[src/design/pich_map.svh]
// register offsets, field positions and pin timing for the interrupt unit host controller
`ifndef PICH_MAP_SVH
`define PICH_MAP_SVH

// clock
`define PICH_CLK_NS 40
// least times on the device pins, in ns
`define PICH_RD_LOW_NS 160
`define PICH_WR_LOW_NS 120
`define PICH_ACK_LOW_NS 160
`define PICH_RECOVER_NS 250
// least times round up to whole cycles
`define PICH_CYC(ns) (((ns) + `PICH_CLK_NS - 1) / `PICH_CLK_NS)

// avalon word indices (byte address is four times these)
`define PICH_REG_CMD 3'h0
`define PICH_REG_STATUS 3'h1
`define PICH_REG_DATA 3'h2
`define PICH_REG_VECTOR 3'h3
`define PICH_REG_POLL 3'h4
`define PICH_REG_CTRL 3'h5

// command register fields
`define PICH_CMD_A0_BIT 8
`define PICH_CMD_OP_LSB 9
// control register fields and reset value
`define PICH_CTRL_AUTO_ACK 0
`define PICH_CTRL_AEOI 1
`define PICH_CTRL_RESET 2'h0

// command words sent to the device, the pending bit of the poll answer and the spurious level
`define PICH_POLL_WORD 8'h0C
`define PICH_SPEC_EOI_BASE 8'h60
`define PICH_POLL_PEND_BIT 7
`define PICH_SPURIOUS_LEVEL 3'h7

`endif

[src/design/pich_pkg.sv]
// types shared by the interrupt unit host controller
package pich_pkg;
  typedef enum logic [1:0] {CYC_WRITE, CYC_READ, CYC_ACK} pich_cyc_type;
  typedef enum {PH_IDLE, PH_LOW, PH_REC} pich_phase_type;
  typedef enum {ST_IDLE, ST_RUN, ST_WAIT} pich_state_type;
  typedef enum logic [2:0] {
    OP_WRITE = 3'h0,
    OP_READ = 3'h1,
    OP_ACK = 3'h2,
    OP_POLL = 3'h3,
    OP_EOI = 3'h4
  } pich_op_type;
endpackage : pich_pkg

[src/design/pich_cyc_if.sv]
// request and answer between the sequencer and the pin cycle engine
`timescale 1ns/1ps
interface pich_cyc_if;
  logic start;
  pich_pkg::pich_cyc_type kind;
  logic a0;
  logic [7:0] wdata;
  logic done;
  logic [7:0] rdata;
  modport seq (output start, output kind, output a0, output wdata, input done, input rdata);
  modport eng (input start, input kind, input a0, input wdata, output done, output rdata);
endinterface : pich_cyc_if

[src/design/pich_cycle.sv]
// pin cycle engine: one read, write or acknowledge strobe with its recovery time
`timescale 1ns/1ps
`include "pich_map.svh"
module pich_cycle #(
  parameter int RD_LOW = `PICH_CYC(`PICH_RD_LOW_NS),
  parameter int WR_LOW = `PICH_CYC(`PICH_WR_LOW_NS),
  parameter int ACK_LOW = `PICH_CYC(`PICH_ACK_LOW_NS),
  parameter int RECOVER = `PICH_CYC(`PICH_RECOVER_NS)
) (
  input wire logic clk, // system clock
  input wire logic reset_n, // synchronous reset, active low
  pich_cyc_if.eng cyc, // request from the sequencer
  output logic cs_n, // chip select, active low
  output logic rd_n, // read strobe, active low
  output logic wr_n, // write strobe, active low
  output logic int_ack_n, // acknowledge strobe, active low
  output logic addr_bit0, // register select
  output logic [7:0] d_out, // data toward the device
  output logic d_oe_n, // low while driving the data bus
  input wire logic [7:0] d_in // data from the device
);
  initial begin
    if (RD_LOW < 1 || RD_LOW > 15 || WR_LOW < 1 || WR_LOW > 15 || ACK_LOW < 1 ||
        ACK_LOW > 15 || RECOVER < 1 || RECOVER > 15) begin
      $error("pich_cycle: strobe counts must lie in 1..15");
    end
  end

  typedef struct packed {
    pich_pkg::pich_phase_type ph;
    logic [3:0] cnt;
    pich_pkg::pich_cyc_type kind;
    logic done;
    logic [7:0] rdata;
    logic cs_n;
    logic rd_n;
    logic wr_n;
    logic ack_n;
    logic a0;
    logic [7:0] dout;
    logic oe_n;
  } pich_eng_type;

  pich_eng_type s_q;
  pich_eng_type s_d;

  // low time for each kind of strobe
  function automatic logic [3:0] low_cycles(input pich_pkg::pich_cyc_type k);
    case (k)
      pich_pkg::CYC_WRITE: low_cycles = 4'(WR_LOW);
      pich_pkg::CYC_READ: low_cycles = 4'(RD_LOW);
      default: low_cycles = 4'(ACK_LOW);
    endcase
  endfunction : low_cycles

  // strobe sequencing; data sampled at the last low cycle, after the access time
  always_comb begin
    s_d = s_q;
    s_d.done = 1'b0;
    case (s_q.ph)
      pich_pkg::PH_IDLE: begin
        if (cyc.start) begin
          s_d.kind = cyc.kind;
          s_d.a0 = cyc.a0;
          s_d.dout = cyc.wdata;
          s_d.cnt = low_cycles(cyc.kind) - 4'h1;
          s_d.cs_n = (cyc.kind == pich_pkg::CYC_ACK);
          s_d.rd_n = (cyc.kind != pich_pkg::CYC_READ);
          s_d.wr_n = (cyc.kind != pich_pkg::CYC_WRITE);
          s_d.ack_n = (cyc.kind != pich_pkg::CYC_ACK);
          s_d.oe_n = (cyc.kind != pich_pkg::CYC_WRITE);
          s_d.ph = pich_pkg::PH_LOW;
        end
      end
      pich_pkg::PH_LOW: begin
        if (s_q.cnt == 4'h0) begin
          if (s_q.kind != pich_pkg::CYC_WRITE) begin
            s_d.rdata = d_in;
          end
          s_d.cs_n = 1'b1;
          s_d.rd_n = 1'b1;
          s_d.wr_n = 1'b1;
          s_d.ack_n = 1'b1;
          s_d.oe_n = 1'b1; // hold time is zero, so release with the strobe
          s_d.cnt = 4'(RECOVER) - 4'h1;
          s_d.ph = pich_pkg::PH_REC;
        end else begin
          s_d.cnt = s_q.cnt - 4'h1;
        end
      end
      pich_pkg::PH_REC: begin
        // recovery keeps back-to-back strobes legal for the device
        if (s_q.cnt == 4'h0) begin
          s_d.done = 1'b1;
          s_d.ph = pich_pkg::PH_IDLE;
        end else begin
          s_d.cnt = s_q.cnt - 4'h1;
        end
      end
      default: s_d.ph = pich_pkg::PH_IDLE;
    endcase
    if (!reset_n) begin
      s_d = '0;
      s_d.ph = pich_pkg::PH_IDLE;
      s_d.cs_n = 1'b1;
      s_d.rd_n = 1'b1;
      s_d.wr_n = 1'b1;
      s_d.ack_n = 1'b1;
      s_d.oe_n = 1'b1;
    end
  end

  // state register
  always_ff @(posedge clk) begin
    s_q <= s_d;
  end

  assign cyc.done = s_q.done;
  assign cyc.rdata = s_q.rdata;
  assign cs_n = s_q.cs_n;
  assign rd_n = s_q.rd_n;
  assign wr_n = s_q.wr_n;
  assign int_ack_n = s_q.ack_n;
  assign addr_bit0 = s_q.a0;
  assign d_out = s_q.dout;
  assign d_oe_n = s_q.oe_n;
endmodule : pich_cycle

[src/design/pich_host.sv]
// host controller for an eight-input interrupt unit, software side on avalon-mm
// Function
// - host software uses specific end-of-interrupt after priority changes or exceptional nesting.
// - peripheral holds its request high until acknowledge reaches the device.
// - level 7 reserved for incomplete interrupts; its handler sends no end-of-interrupt.
// - pending poll sets in-service bit; host must later end that level.
// - host disables its interrupt input before polling and polls with address 0.
`timescale 1ns/1ps
`include "pich_map.svh"
module pich_host (
  input wire logic CLK, // 25 MHz system clock
  input wire logic RESET_N, // synchronous reset, active low
  input wire logic [2:0] AVS_ADDRESS, // avalon word index
  input wire logic AVS_READ, // avalon read request
  input wire logic AVS_WRITE, // avalon write request
  input wire logic [31:0] AVS_WRITEDATA, // avalon write data
  output logic [31:0] AVS_READDATA, // avalon read data, registered
  output logic AVS_WAITREQUEST, // avalon stall
  output logic PIC_CS_N, // device chip select, active low
  output logic PIC_RD_N, // device read strobe, active low
  output logic PIC_WR_N, // device write strobe, active low
  output logic PIC_INT_ACK_N, // device acknowledge strobe, active low
  output logic PIC_ADDR_BIT0, // device register select
  output logic [7:0] PIC_D_OUT, // data bus, driven value
  output logic PIC_D_OE_N, // data bus enable, low while driving
  input wire logic [7:0] PIC_D_IN, // data bus, sampled value
  input wire logic PIC_INT // device interrupt output
);
  typedef struct packed {
    pich_pkg::pich_state_type st;
    pich_pkg::pich_op_type op;
    logic step;
    logic a0;
    logic [7:0] arg;
    logic start;
    pich_pkg::pich_cyc_type kind;
    logic [7:0] data;
    logic [7:0] vector;
    logic [7:0] poll;
    logic int_at_ack;
    logic spurious;
    logic eoi_owed;
    logic [2:0] owed_level;
    logic [1:0] ctrl;
    logic rd_valid;
    logic [31:0] readdata;
  } pich_host_type;

  pich_host_type s_q;
  pich_host_type s_d;
  pich_cyc_if cyc ();

  logic cmd_hit;
  logic [31:0] status_word;

  pich_cycle u_cycle (
    .clk(CLK),
    .reset_n(RESET_N),
    .cyc(cyc.eng),
    .cs_n(PIC_CS_N),
    .rd_n(PIC_RD_N),
    .wr_n(PIC_WR_N),
    .int_ack_n(PIC_INT_ACK_N),
    .addr_bit0(PIC_ADDR_BIT0),
    .d_out(PIC_D_OUT),
    .d_oe_n(PIC_D_OE_N),
    .d_in(PIC_D_IN)
  );

  // a command is only taken while the sequencer is idle; otherwise stall
  assign cmd_hit = AVS_WRITE && (AVS_ADDRESS == `PICH_REG_CMD);
  assign AVS_WAITREQUEST = AVS_READ ? !s_q.rd_valid : (cmd_hit && s_q.st != pich_pkg::ST_IDLE);
  assign AVS_READDATA = s_q.readdata;

  // status: busy, interrupt pin, end owed, level owed, spurious acknowledge
  assign status_word = {24'h0000_00, s_q.spurious, s_q.owed_level, s_q.eoi_owed, PIC_INT,
                        s_q.st != pich_pkg::ST_IDLE, 1'b0} >> 1;

  // register readback decode
  function automatic logic [31:0] reg_read(input logic [2:0] idx, input pich_host_type s,
                                           input logic [31:0] stat);
    case (idx)
      `PICH_REG_STATUS: reg_read = stat;
      `PICH_REG_DATA: reg_read = {24'h0000_00, s.data};
      `PICH_REG_VECTOR: reg_read = {24'h0000_00, s.vector};
      `PICH_REG_POLL: reg_read = {24'h0000_00, s.poll};
      `PICH_REG_CTRL: reg_read = {24'h0000_00, 6'h00, s.ctrl};
      default: reg_read = 32'h0000_0000;
    endcase
  endfunction : reg_read

  // one pin cycle request, issued on the next edge
  function automatic pich_host_type issue(input pich_host_type s, input pich_pkg::pich_cyc_type k,
                                          input logic a0, input logic [7:0] b);
    issue = s;
    issue.start = 1'b1;
    issue.kind = k;
    issue.a0 = a0;
    issue.arg = b;
    issue.st = pich_pkg::ST_RUN;
  endfunction : issue

  // sequencer, avalon slave and bookkeeping
  always_comb begin
    s_d = s_q;
    s_d.start = 1'b0;
    // two-cycle read: first edge loads readdata, second completes
    s_d.rd_valid = AVS_READ && !s_q.rd_valid;
    if (AVS_READ && !s_q.rd_valid) begin
      s_d.readdata = reg_read(AVS_ADDRESS, s_q, status_word);
    end
    if (AVS_WRITE && AVS_ADDRESS == `PICH_REG_CTRL) begin
      s_d.ctrl = AVS_WRITEDATA[1:0];
    end
    case (s_q.st)
      pich_pkg::ST_IDLE: begin
        if (cmd_hit) begin
          s_d.op = pich_pkg::pich_op_type'(AVS_WRITEDATA[`PICH_CMD_OP_LSB +: 3]);
          s_d.step = 1'b0;
          case (s_d.op)
            pich_pkg::OP_WRITE: begin
              // rotation, priority-set and end words pass through unchanged
              s_d = issue(s_d, pich_pkg::CYC_WRITE, AVS_WRITEDATA[`PICH_CMD_A0_BIT],
                          AVS_WRITEDATA[7:0]);
            end
            pich_pkg::OP_READ: begin
              // address bit picks mask or the selected request/in-service view
              s_d = issue(s_d, pich_pkg::CYC_READ, AVS_WRITEDATA[`PICH_CMD_A0_BIT],
                          8'h00);
            end
            pich_pkg::OP_ACK: begin
              s_d.int_at_ack = PIC_INT;
              s_d = issue(s_d, pich_pkg::CYC_ACK, 1'b0, 8'h00);
            end
            pich_pkg::OP_POLL: begin
              // poll word first; the acknowledge path is idle meanwhile
              s_d = issue(s_d, pich_pkg::CYC_WRITE, 1'b0, `PICH_POLL_WORD);
            end
            pich_pkg::OP_EOI: begin
              // always the specific form, so a rotated priority never ends the wrong level
              s_d = issue(s_d, pich_pkg::CYC_WRITE, 1'b0,
                          `PICH_SPEC_EOI_BASE | {5'h00, AVS_WRITEDATA[2:0]});
            end
            default: s_d.st = pich_pkg::ST_IDLE;
          endcase
        end else if (s_q.ctrl[`PICH_CTRL_AUTO_ACK] && PIC_INT && !s_q.eoi_owed) begin
          // auto service answers the interrupt output unless an end is still owed
          s_d.op = pich_pkg::OP_ACK;
          s_d.step = 1'b0;
          s_d.int_at_ack = 1'b1;
          s_d = issue(s_d, pich_pkg::CYC_ACK, 1'b0, 8'h00);
        end
      end
      pich_pkg::ST_RUN: begin
        s_d.st = pich_pkg::ST_WAIT;
      end
      pich_pkg::ST_WAIT: begin
        if (cyc.done) begin
          s_d.st = pich_pkg::ST_IDLE;
          case (s_q.op)
            pich_pkg::OP_READ: begin
              s_d.data = cyc.rdata;
            end
            pich_pkg::OP_ACK: begin
              if (!s_q.step) begin
                s_d.step = 1'b1;
                s_d = issue(s_d, pich_pkg::CYC_ACK, 1'b0, 8'h00);
              end else begin
                s_d.vector = cyc.rdata;
                // a low interrupt output at acknowledge means an incomplete request
                s_d.spurious = !s_q.int_at_ack;
                s_d.owed_level = s_q.int_at_ack ? cyc.rdata[2:0] : `PICH_SPURIOUS_LEVEL;
                // auto mode and the incomplete handler both owe nothing
                s_d.eoi_owed = s_q.int_at_ack && !s_q.ctrl[`PICH_CTRL_AEOI];
              end
            end
            pich_pkg::OP_POLL: begin
              if (!s_q.step) begin
                s_d.step = 1'b1;
                // polling read always at address 0 so nesting stays consistent
                s_d = issue(s_d, pich_pkg::CYC_READ, 1'b0, 8'h00);
              end else begin
                s_d.poll = cyc.rdata;
                // a pending level is now in service and must be ended later
                if (cyc.rdata[`PICH_POLL_PEND_BIT]) begin
                  s_d.eoi_owed = 1'b1;
                  s_d.owed_level = cyc.rdata[2:0];
                  s_d.spurious = 1'b0;
                end
              end
            end
            pich_pkg::OP_EOI: begin
              s_d.eoi_owed = 1'b0;
            end
            default: s_d.st = pich_pkg::ST_IDLE;
          endcase
        end
      end
      default: s_d.st = pich_pkg::ST_IDLE;
    endcase
    if (!RESET_N) begin
      s_d = '0;
      s_d.st = pich_pkg::ST_IDLE;
      s_d.op = pich_pkg::OP_WRITE;
      s_d.kind = pich_pkg::CYC_WRITE;
      s_d.ctrl = `PICH_CTRL_RESET;
    end
  end

  // state register
  always_ff @(posedge CLK) begin
    s_q <= s_d;
  end

  assign cyc.start = s_q.start;
  assign cyc.kind = s_q.kind;
  assign cyc.a0 = s_q.a0;
  assign cyc.wdata = s_q.arg;
endmodule : pich_host

[config.mk]
export PLATFORM = sky130hd
export DESIGN_NAME = pich_host
export DESIGN_NICKNAME = d
export VERILOG_FILES = /design/src/design/pich_pkg.sv /design/src/design/pich_cyc_if.sv /design/src/design/pich_cycle.sv /design/src/design/pich_host.sv
export VERILOG_INCLUDE_DIRS = /design/src /design/src/design
export SDC_FILE = /design/constraint.sdc
export NUM_CORES = 1
export LEC_CHECK = 0
export BUFFER_PORTS_ARGS = -buffer_cell sky130_fd_sc_hd__buf_2
export CAP_MARGIN = 20
export CORE_MARGIN = 5
export CORE_UTILIZATION = 50
export DETAILED_ROUTE_END_ITERATION = 10
export GPL_TIMING_DRIVEN = 0
export HOLD_SLACK_MARGIN = 0.03
export PLACE_DENSITY = 0.74
export SETUP_SLACK_MARGIN = 0.15
export SYNTH_ARGS = -nofsm -noshare
export SYNTH_HDL_FRONTEND = slang
export SYNTH_SLANG_ARGS = --single-unit
[constraint.sdc]
create_clock -name CLK -period 1.9 [get_ports CLK]
set_input_delay 0.19 -clock CLK [delete_from_list [all_inputs] [get_ports CLK]]
set_output_delay 0.19 -clock CLK [all_outputs]
set_load 0.01 [all_outputs]
Word-level counts from Yosys, hierarchy flattened
Index checks and enable logic that the tools add are counted.
{"block": "classes", "addsub": 2, "eq_ne": 38, "muxes": 40, "bitwise": 4, "reduce_logical": 43}
{"cell": "case mux 77 bit (5 select lines)", "count": 1}
{"cell": "2-to-1 mux 113 bit", "count": 3}
{"cell": "case mux 32 bit (3 select lines)", "count": 2}
{"cell": "case mux 81 bit (2 select lines)", "count": 1}
{"cell": "2-to-1 mux 32 bit", "count": 3}
{"cell": "case mux 38 bit (2 select lines)", "count": 1}
{"cell": "== test 32 x 1 -> 1 bit, second input constant", "count": 2}
{"cell": "== test 32 x 2 -> 1 bit, second input constant", "count": 2}
{"cell": "zero test 32 bit", "count": 2}
{"cell": "case mux 8 bit (5 select lines)", "count": 1}
{"cell": "2-to-1 mux 38 bit", "count": 1}
{"cell": "case mux 18 bit (2 select lines)", "count": 1}
{"cell": "2-to-1 mux 33 bit", "count": 1}
{"cell": "case mux 16 bit (2 select lines)", "count": 1}
{"cell": "nonzero test 32 bit", "count": 1}
{"cell": "2-to-1 mux 25 bit", "count": 1}
{"cell": "case mux 8 bit (3 select lines)", "count": 1}
{"cell": "AND reduction 7 bit", "count": 3}
{"cell": "2-to-1 mux 4 bit", "count": 5}
{"cell": "== test 3 x 2 -> 1 bit, second input constant", "count": 6}
{"cell": "!= test 2 bit, second input constant", "count": 9}
{"cell": "AND reduction 6 bit", "count": 3}
{"cell": "2-to-1 mux 5 bit", "count": 3}
{"cell": "AND reduction 3 bit", "count": 5}
{"cell": "other kinds (29)", "count": 68}
{"block": "totals", "register_bits": 174, "in_bits": 48, "output_inout_bits": 47, "elab_cells": 156}

Depth between registers and ports, before layout
Gate-level depths: netlist of the first run.
{"block": "depth", "word_depth": 7, "mapped_depth": 8, "depth_no_buf": 6}

By module
From an unflattened synthesis of the first run, not the netlist that was laid out.
{"block": "hier_totals", "cells_unflattened": 503, "hier_area_um2": 4545.6}
{"mod": "pich_host", "n_inst": 1, "cells_each": 339, "area_each_um2": 3074.2, "seq_area_each_um2": 1181.1}
{"mod": "pich_cycle", "n_inst": 1, "cells_each": 164, "area_each_um2": 1471.4, "seq_area_each_um2": 600.6}

Least setup slack after synthesis of the first run
OpenSTA, ideal clock, no wires.
{"block": "synth_path", "path_type": "register to register", "from": "register u_cycle.s_q[30] in the netlist's numbering", "to": "register u_cycle.s_q, in the netlist u_cycle.cyc.rdata[0]", "setup_time_ns": 0.128, "arrival_ns": 1.543, "required_ns": 1.772, "setup_slack_ns": 0.229, "stages_incl_launch_ff": 8, "n_path_buf": 1, "synth_period_minus_slack_ns": 1.671, "cell_sequence": "dfxtp_1 inv_1 ha_1 clkbuf_1 o21ai_0 nor2_4 mux2i_1 nor2_1"}
{"block": "synth_via", "elab_chain_cells": 2}
{"element": "start: declaration", "line_no": "pich_cycle.sv:44", "text": "pich_eng_type s_q;"}
{"element": "start signal: assignment", "line_no": "pich_cycle.sv:115", "text": "s_q <= s_d;"}
{"element": "== test 32 x 1 -> 1 bit", "line_no": "pich_cycle.sv:60", "text": "case (s_q.ph)"}
{"element": "AND reduction 3 bit (no source line)"}
Every way passes these cells.
A chain may end at the register's enable or synchronous reset.

Worst setup path in the final report of the first run
{"block": "layout_path", "from": "register u_cycle.s_q[25] in the netlist's numbering", "to": "register u_cycle.s_q, in the netlist u_cycle.cyc.rdata[0]"}
{"block": "layout_via", "elab_chain_cells": 2}
{"element": "zero test 4 bit", "line_no": "pich_cycle.sv:76", "text": "if (s_q.cnt == 4'h0) begin"}
{"element": "AND reduction 3 bit (no source line)"}
Every way passes these cells.

==> flow_summary.ini, run 1 <==
[outcome]
status = finished, final reports clean

[global_route]
grt_util_met2 = 0.326
grt_usage = 0.197
use_met1 = 0.262
gr-usage-met3 = 0.0438
grt_start_max_net_pins = 15
gr-total-overflow = 0
grt_pass1_vias = 3739
grt_busiest_layer = met2
grt_pass1_wl_mm = 18.1
antenna_found_initial = 0

[cells_and_area]
drive_gt1_frac = 0.279
n_fill_cell = 786
final_nets = 668
num_antenna_cells = 0
synthToLayoutAreaGrowth_pct = 20.0
final_core_util = 0.618

[clock_network]
cts.path.max_buffers = 2
clkTransAtPathRegs_ns = 0.09
clkLatencyLatePin_ns = 0.37
cts_tree = done
cts-root-buf = clkbuf_8
clock_sinks = 89
holdBufCountCts = 0
htreeDepth = 3
numCtsBuffers = 9

[worst_hold_path]
hold_path_class = in2reg

[yosys]
synthTopCellsByArea = dfxtp_1 39%, buf_4 6.8%, mux2i_1 6.2%
yosysUniqueCellTypes = 64
yosys.area.top_type = dfxtp_1
ys_seq_area_frac = 0.395
yosysMostFrequentCell = dfxtp_1
yosysWarningCount = 0
ys_seq_elements = 89
synth_top_area_frac = 0.395
synth_ff_type = dfxtp_1
syn_area_um2 = 4520
syn_inst = 518
syn_area_per_cell_um2 = 8.72
ys_async_sr_fraction = 0
ys_top_cells_by_count = 89 x dfxtp_1, 55 x nand2_1, 43 x a21oi_1
synth_edf_count = 0

[drt]
dr.pass1.iters = 5
vias = 3918
drc = 0
post_drt_wl_per_cell_um = 15.1
drt_iter0_drc = 289
vias_per_cell = 5.41
routed_wl_mm = 10.9
detail-route-antenna-nets = 0

[critical_path]
crit_type = reg2reg
crit_path_start_kind = flip-flop
required_ns = 2.14
ff2ff_setup_slack_ns = 0.20
cp-end-kind = flip-flop
cp.arrival_ns = 1.95
path_max_fanout = 8

[pwr]
ir_drop_mv = 0.271
p_leak_nw = 2.28
power_w = 0.00339
p_per_area_nw_per_um2 = 627

[timing]
fmax_mhz = 587
period_share = 0.897
tightest_slew_ns = 0.698
fin_skew_ns = 0.0110
final-setup-viol-count = 0
drv_slew = 0
finalHoldViolCount = 0
slew_headroom = 0.533
rsz0062_at_grt = yes
fin_crit_ns = 1.70

[die]
die_width_um = 105
io_pins = 95
initial_core_util = 0.515
core_area_um2 = 8760
die_h_um = 105
dieArea_um2 = 11000
num_rows = 34

[placement]
place.gp.congestion = 0.853
place_hpwl_mm = 7.92
port_buffers = 48

[run]
maxCapViolCount = 0
[cell usage in the layout, fill, tap and decap left out, types with 5 or more instances in the layout]
master,netlist,final
a21oi_1,43,43
a22o_1,9,9
a22oi_1,8,8
and2_1,6,6
buf_2,7,52
buf_4,41,52
clkbuf_1,16,14
clkbuf_8,0,10
conb_1,1,24
dfxtp_1,89,84
ha_1,9,5
inv_1,15,10
mux2_2,7,7
mux2i_1,28,28
nand2_1,55,55
nand2b_1,17,17
nand3_1,14,14
nor2_1,35,34
nor2b_1,9,8
o21ai_0,26,25
[report_power, final]
part / total [W] / leakage [nW] / internal (W) / switching, W
Combinational: 0.000319 / 1.48 / 0.000134 / 0.000185
Sequential: 0.00188 / 0.721 / 0.00187 / 0.0000114
Clock: 0.00119 / 0.0826 / 0.000512 / 0.000679
Total: 0.00339 / 2.28 / 0.00252 / 0.000876
[metal layers]
layer / wire [µm] / vias to the layer above / part of all wire
met5: 0 / - / 0
met4: 97 / 0 / 0.0089
met3: 549 / 12 / 0.050
met2: 5290 / 109 / 0.48
met1: 5010 / 1851 / 0.46
li1: - / 1946 / -
[area by class of cell]
| class | instances | area, µm² | share of cell area |
|---|---|---|---|
| Buffer | 68 | 462 | 0.0852 |
| Timing Repair Buffer | 59 | 327 | 0.0603 |
| Inverter | 16 | 68.8 | 0.0127 |
| Tap cell | 108 | 135 | 0.0249 |
| Sequential cell | 89 | 1800 | 0.331 |
| Multi-Input combinational cell | 368 | 2460 | 0.453 |
| Clock buffer | 12 | 145 | 0.0268 |
| Clock inverter | 4 | 28.8 | 0.00531 |
[registers in the layout (all words and copies together), names as in the netlist]
signal	cells
cyc.kind	2
u_cycle.rd_n	1
u_cycle.d_oe_n	1
u_cycle.cyc.done	1
u_cycle.s_q	8
cyc.start	1
u_cycle.cs_n	1
u_cycle.addr_bit0	1
cyc.a0	1
u_cycle.d_out	8
cyc.wdata	8
AVS_READDATA	8
s_q	39
u_cycle.cyc.rdata	8
u_cycle.int_ack_n	1
[final timing paths]
check                                from                                end  cells after the start
min                           PIC_D_IN[3]  u_cycle.cyc.rdata[3]$_SDFFE_PN0P_                      3
max reg2reg  u_cycle.s_q[25]$_SDFFE_PN0P_  u_cycle.cyc.rdata[0]$_SDFFE_PN0P_                      7
min reg2reg     cyc.wdata[0]$_SDFFE_PN0P_      u_cycle.d_out[0]$_SDFFE_PN0P_                      2
max          u_cycle.s_q[25]$_SDFFE_PN0P_  u_cycle.cyc.rdata[0]$_SDFFE_PN0P_                      7
[cells by family (layout without fill, tap and decap cells)]
| kind of cell | Yosys count | after routing | share of synthesized area |
|---|---|---|---|
| AND/OR/NAND/NOR | 172 | 172 | 0.207 |
| AO/OA/AOI/OAI | 127 | 127 | 0.180 |
| flip-flops | 89 | 89 | 0.395 |
| buffers and inverters | 84 | 159 | 0.109 |
| multiplexers | 36 | 36 | 0.0828 |
| adder cells (fa/ha/maj) | 9 | 9 | 0.0249 |
| other | 1 | 24 | 0.000830 |
[timing repair]
action | in CTS | in global routing
resized for setup | 29 | 25
setup buffers | 7 | 4
endpoints found under the setup margin | 60 | 59
pin swaps | 6 | 7
[worst max-delay path, cell delays in order (launching register included)]
cell,delay [ns]
dfxtp_4,0.37
inv_2,0.06
ha_4,0.12
or3b_1,0.35
buf_6,0.14
nor2_4,0.25
mux2i_1,0.23
nor2_1,0.05
[metrics by stage]
step | hold slack (ns) | area [µm²] | TNS [ns] | instances | setup WS, ns
after floorplan | 0.326 | 4600 | 0 | 541 | 0.229
after global placement | 0.427 | 4980 | -2.44 | 697 | -0.143
after detailed placement | 0.439 | 4980 | -3.69 | 697 | -0.195
after CTS | 0.0589 | 5310 | 0 | 720 | 0.147
after global routing | 0.0676 | 5420 | 0 | 724 | 0.0994
final | 0.0613 | 5420 | 0 | 724 | 0.196
No activity file was read; power rests on OpenSTA's default activity.
==> run 2: changes to the inputs <==
BUFFER_PORTS_ARGS = -buffer_cell sky130_fd_sc_hd__buf_4   (was -buffer_cell sky130_fd_sc_hd__buf_2)
CELL_PAD_IN_SITES_DETAIL_PLACEMENT = 1   (was default)
CELL_PAD_IN_SITES_GLOBAL_PLACEMENT = 2   (was default)
CORE_UTILIZATION = 32   (was 50)
PLACE_DENSITY = default   (was 0.74)
PLACE_DENSITY_LB_ADDON = 0.1   (was default)
==> run 2 against run 1 <==
Clock-buffer cell count shrank 1. Wire length is 21% higher. Worst hold slack gained 0.021 ns. Global-route usage decreased by 3.8 points. Largest power group unchanged. Flip-flop and latch count is the same. Critical path type unchanged. Largest cell class unchanged.
==> flow_summary.ini, run 2 (same netlist as run 1, synthesis figures left out) <==
[pwr]
power_w = 0.00396
power_frac_comb = 0.097
swShare = 0.242
p_per_area_nw_per_um2 = 664
power_switching_w = 0.000959
p_leak_nw = 2.47
p_int_w = 0.00300
p_clk_frac = 0.427
ir_drop_mv = 0.420
p_seq_frac = 0.476

[global_route]
grt_pass1_vias = 4085
antenna_found_initial = 0
grt_start_max_net_pins = 15
gr-total-overflow = 0
grt_usage = 0.159
grt_pass1_wl_mm = 20.8

[timing]
period_share = 0.918
tightest_slew_ns = 0.746
rsz0062_at_grt = yes
fin_crit_ns = 1.74
final-setup-viol-count = 0
drv_slew = 0
fmax_mhz = 573
finalHoldViolCount = 0
fin_skew_ns = 0.00858
slew_headroom = 0.501

[placement]
place.gp.congestion = 0.807
place_hpwl_mm = 9.72
port_buffers = 48
placed_area_um2 = 5190

[critical_path]
worstPathCellList = inv_4, ha_4, or3b_4, buf_6, a221oi_2, a21oi_1, a211oi_1
cp.depth = 7
path_max_fanout = 5
crit_path_start_kind = flip-flop
path_delay_family = compound AO/OA/AOI/OAI gates
cp.arrival_ns = 1.99
slowest_delay_ns = 0.37
cp-end-kind = flip-flop
crit_path_top_delay_cell = or3b_4
crit_buf_inv = 2
r2r-end = u_cycle.s_q[26]$_SDFFE_PN0P_
required_ns = 2.15
rr_startpoint = u_cycle.s_q[25]$_SDFFE_PN0P_
r2r_cells = 7
ff2ff_setup_slack_ns = 0.16
crit_type = reg2reg

[cells_and_area]
drive_gt1_frac = 0.318
final_nets = 685
regMostFlops = s_q
final_common_cell = buf_4
largest_register_ff_count = 39
stdcell_area_um2 = 5970
n_fill_cell = 1630
synthToLayoutAreaGrowth_pct = 32.1
num_antenna_cells = 0
final_cell_mix = 114 x buf_4, 83 x dfxtp_1, 55 x nand2_1, 42 x a21oi_1, 34 x nor2_1

[worst_hold_path]
hold_path_startpoint = PIC_D_IN[3]
hold_path_class = in2reg
min_path_cells = 3
holdPathEnd = u_cycle.cyc.rdata[3]$_SDFFE_PN0P_

[drt]
drt_iter0_drc = 133
post_drt_wl_per_cell_um = 16.3
vias_per_cell = 4.87
detail-route-antenna-nets = 0
drc = 0
vias = 3957
dr.pass1.iters = 4
routed_wl_mm = 13.2

[die]
io_pins = 95
initial_core_util = 0.325
num_rows = 43
die_width_um = 129
die_h_um = 129
dieArea_um2 = 16600
core_area_um2 = 13900

[clock_network]
cts-root-buf = clkbuf_16
holdBufCountCts = 0
htreeDepth = 3
clkLatencyLatePin_ns = 0.35
cts.path.max_buffers = 2
clkTransAtPathRegs_ns = 0.06
cts_tree = done
numCtsBuffers = 9
clock_sinks = 89

[outcome]
status = finished, final reports clean

[run]
maxCapViolCount = 0
[run 2: cell types whose count changed in the layout (fill, tap and decap cells not counted), sizes merged]
| cell | delta |
|---|---|
| clkbuf | -1 |
| buf | +17 |
[run 2: final cells by class]
class                           count  area [µm²]  share of cell area
Multi-Input combinational cell    368        2540               0.425
Sequential cell                    89        1790               0.301
Timing Repair Buffer               76         599               0.100
Buffer                             68         459              0.0770
Clock buffer                       11         253              0.0424
Tap cell                          180         225              0.0378
Inverter                           16        68.8              0.0115
Clock inverter                      4        28.8             0.00482
[run 2: worst register-to-register path, delay by kind of cell, from the launching register on]
family	cells	cell delay (ns)
adders and majority gates	1	0.14
buffers and inverters	2	0.20
AOI/OAI and AO/OA	3	0.57
and+or+nand+nor	1	0.37
DFF	1	0.36
[run 2: worst max-delay path by stage]
| stage | start | endpoint |
|---|---|---|
| 6_report | u_cycle.s_q[25]$_SDFFE_PN0P_ | u_cycle.s_q[26]$_SDFFE_PN0P_ |
| 5_1_grt | s_q[81]$_SDFFE_PN0P_ | cyc.wdata[4]$_SDFFE_PN0P_ |
| 4_1_cts | s_q[81]$_SDFFE_PN0P_ | cyc.wdata[5]$_SDFFE_PN0P_ |
| 3_5_place_dp | u_cycle.s_q[30]$_SDFFE_PN0P_ | u_cycle.cyc.rdata[5]$_SDFFE_PN0P_ |
| 3_3_place_gp | u_cycle.s_q[30]$_SDFFE_PN0P_ | u_cycle.cyc.rdata[5]$_SDFFE_PN0P_ |
| 2_1_floorplan | u_cycle.s_q[30]$_SDFFE_PN0P_ | u_cycle.cyc.rdata[0]$_SDFFE_PN0P_ |
[run 2: per-stage QoR]
stage / std cells / setup WS, ns / utilization / hold WS (ns) / setup TNS (ns)
detailed placement: 769 / -0.304 / 0.374 / 0.433 / -7.78
finish: 812 / 0.156 / 0.430 / 0.0822 / 0
global route: 812 / 0.0713 / 0.430 / 0.0745 / 0
global placement: 769 / -0.243 / 0.374 / 0.427 / -5.48
floorplan: 541 / 0.229 / - / 0.326 / 0
CTS: 796 / 0.147 / 0.410 / 0.0679 / 0
[run 2: power groups by stage]
stage	clock (W)	combinational (W)	sequential, W
3_5_place_dp	0	0.000323	0.00193
6_report	0.00169	0.000384	0.00189
3_3_place_gp	0	0.000319	0.00193
2_1_floorplan	0	0.000205	0.00193
4_1_cts	0.00175	0.000346	0.00189
5_1_grt	0.00182	0.000416	0.00189
[run 2: per-layer routing]
layer	vias to the layer above	track usage	share of wire
li1	1982	-	-
met1	1917	0.199	0.45
met2	48	0.277	0.51
met3	10	0.0399	0.028
met4	0	0.0315	0.0074
met5	-	0	0
[run 2: repair_timing]
action,CTS,global route
gates cloned,0,0
pin swaps,7,15
endpoints found under the setup margin,61,64
gates resized for setup,31,40
buffers inserted,12,16
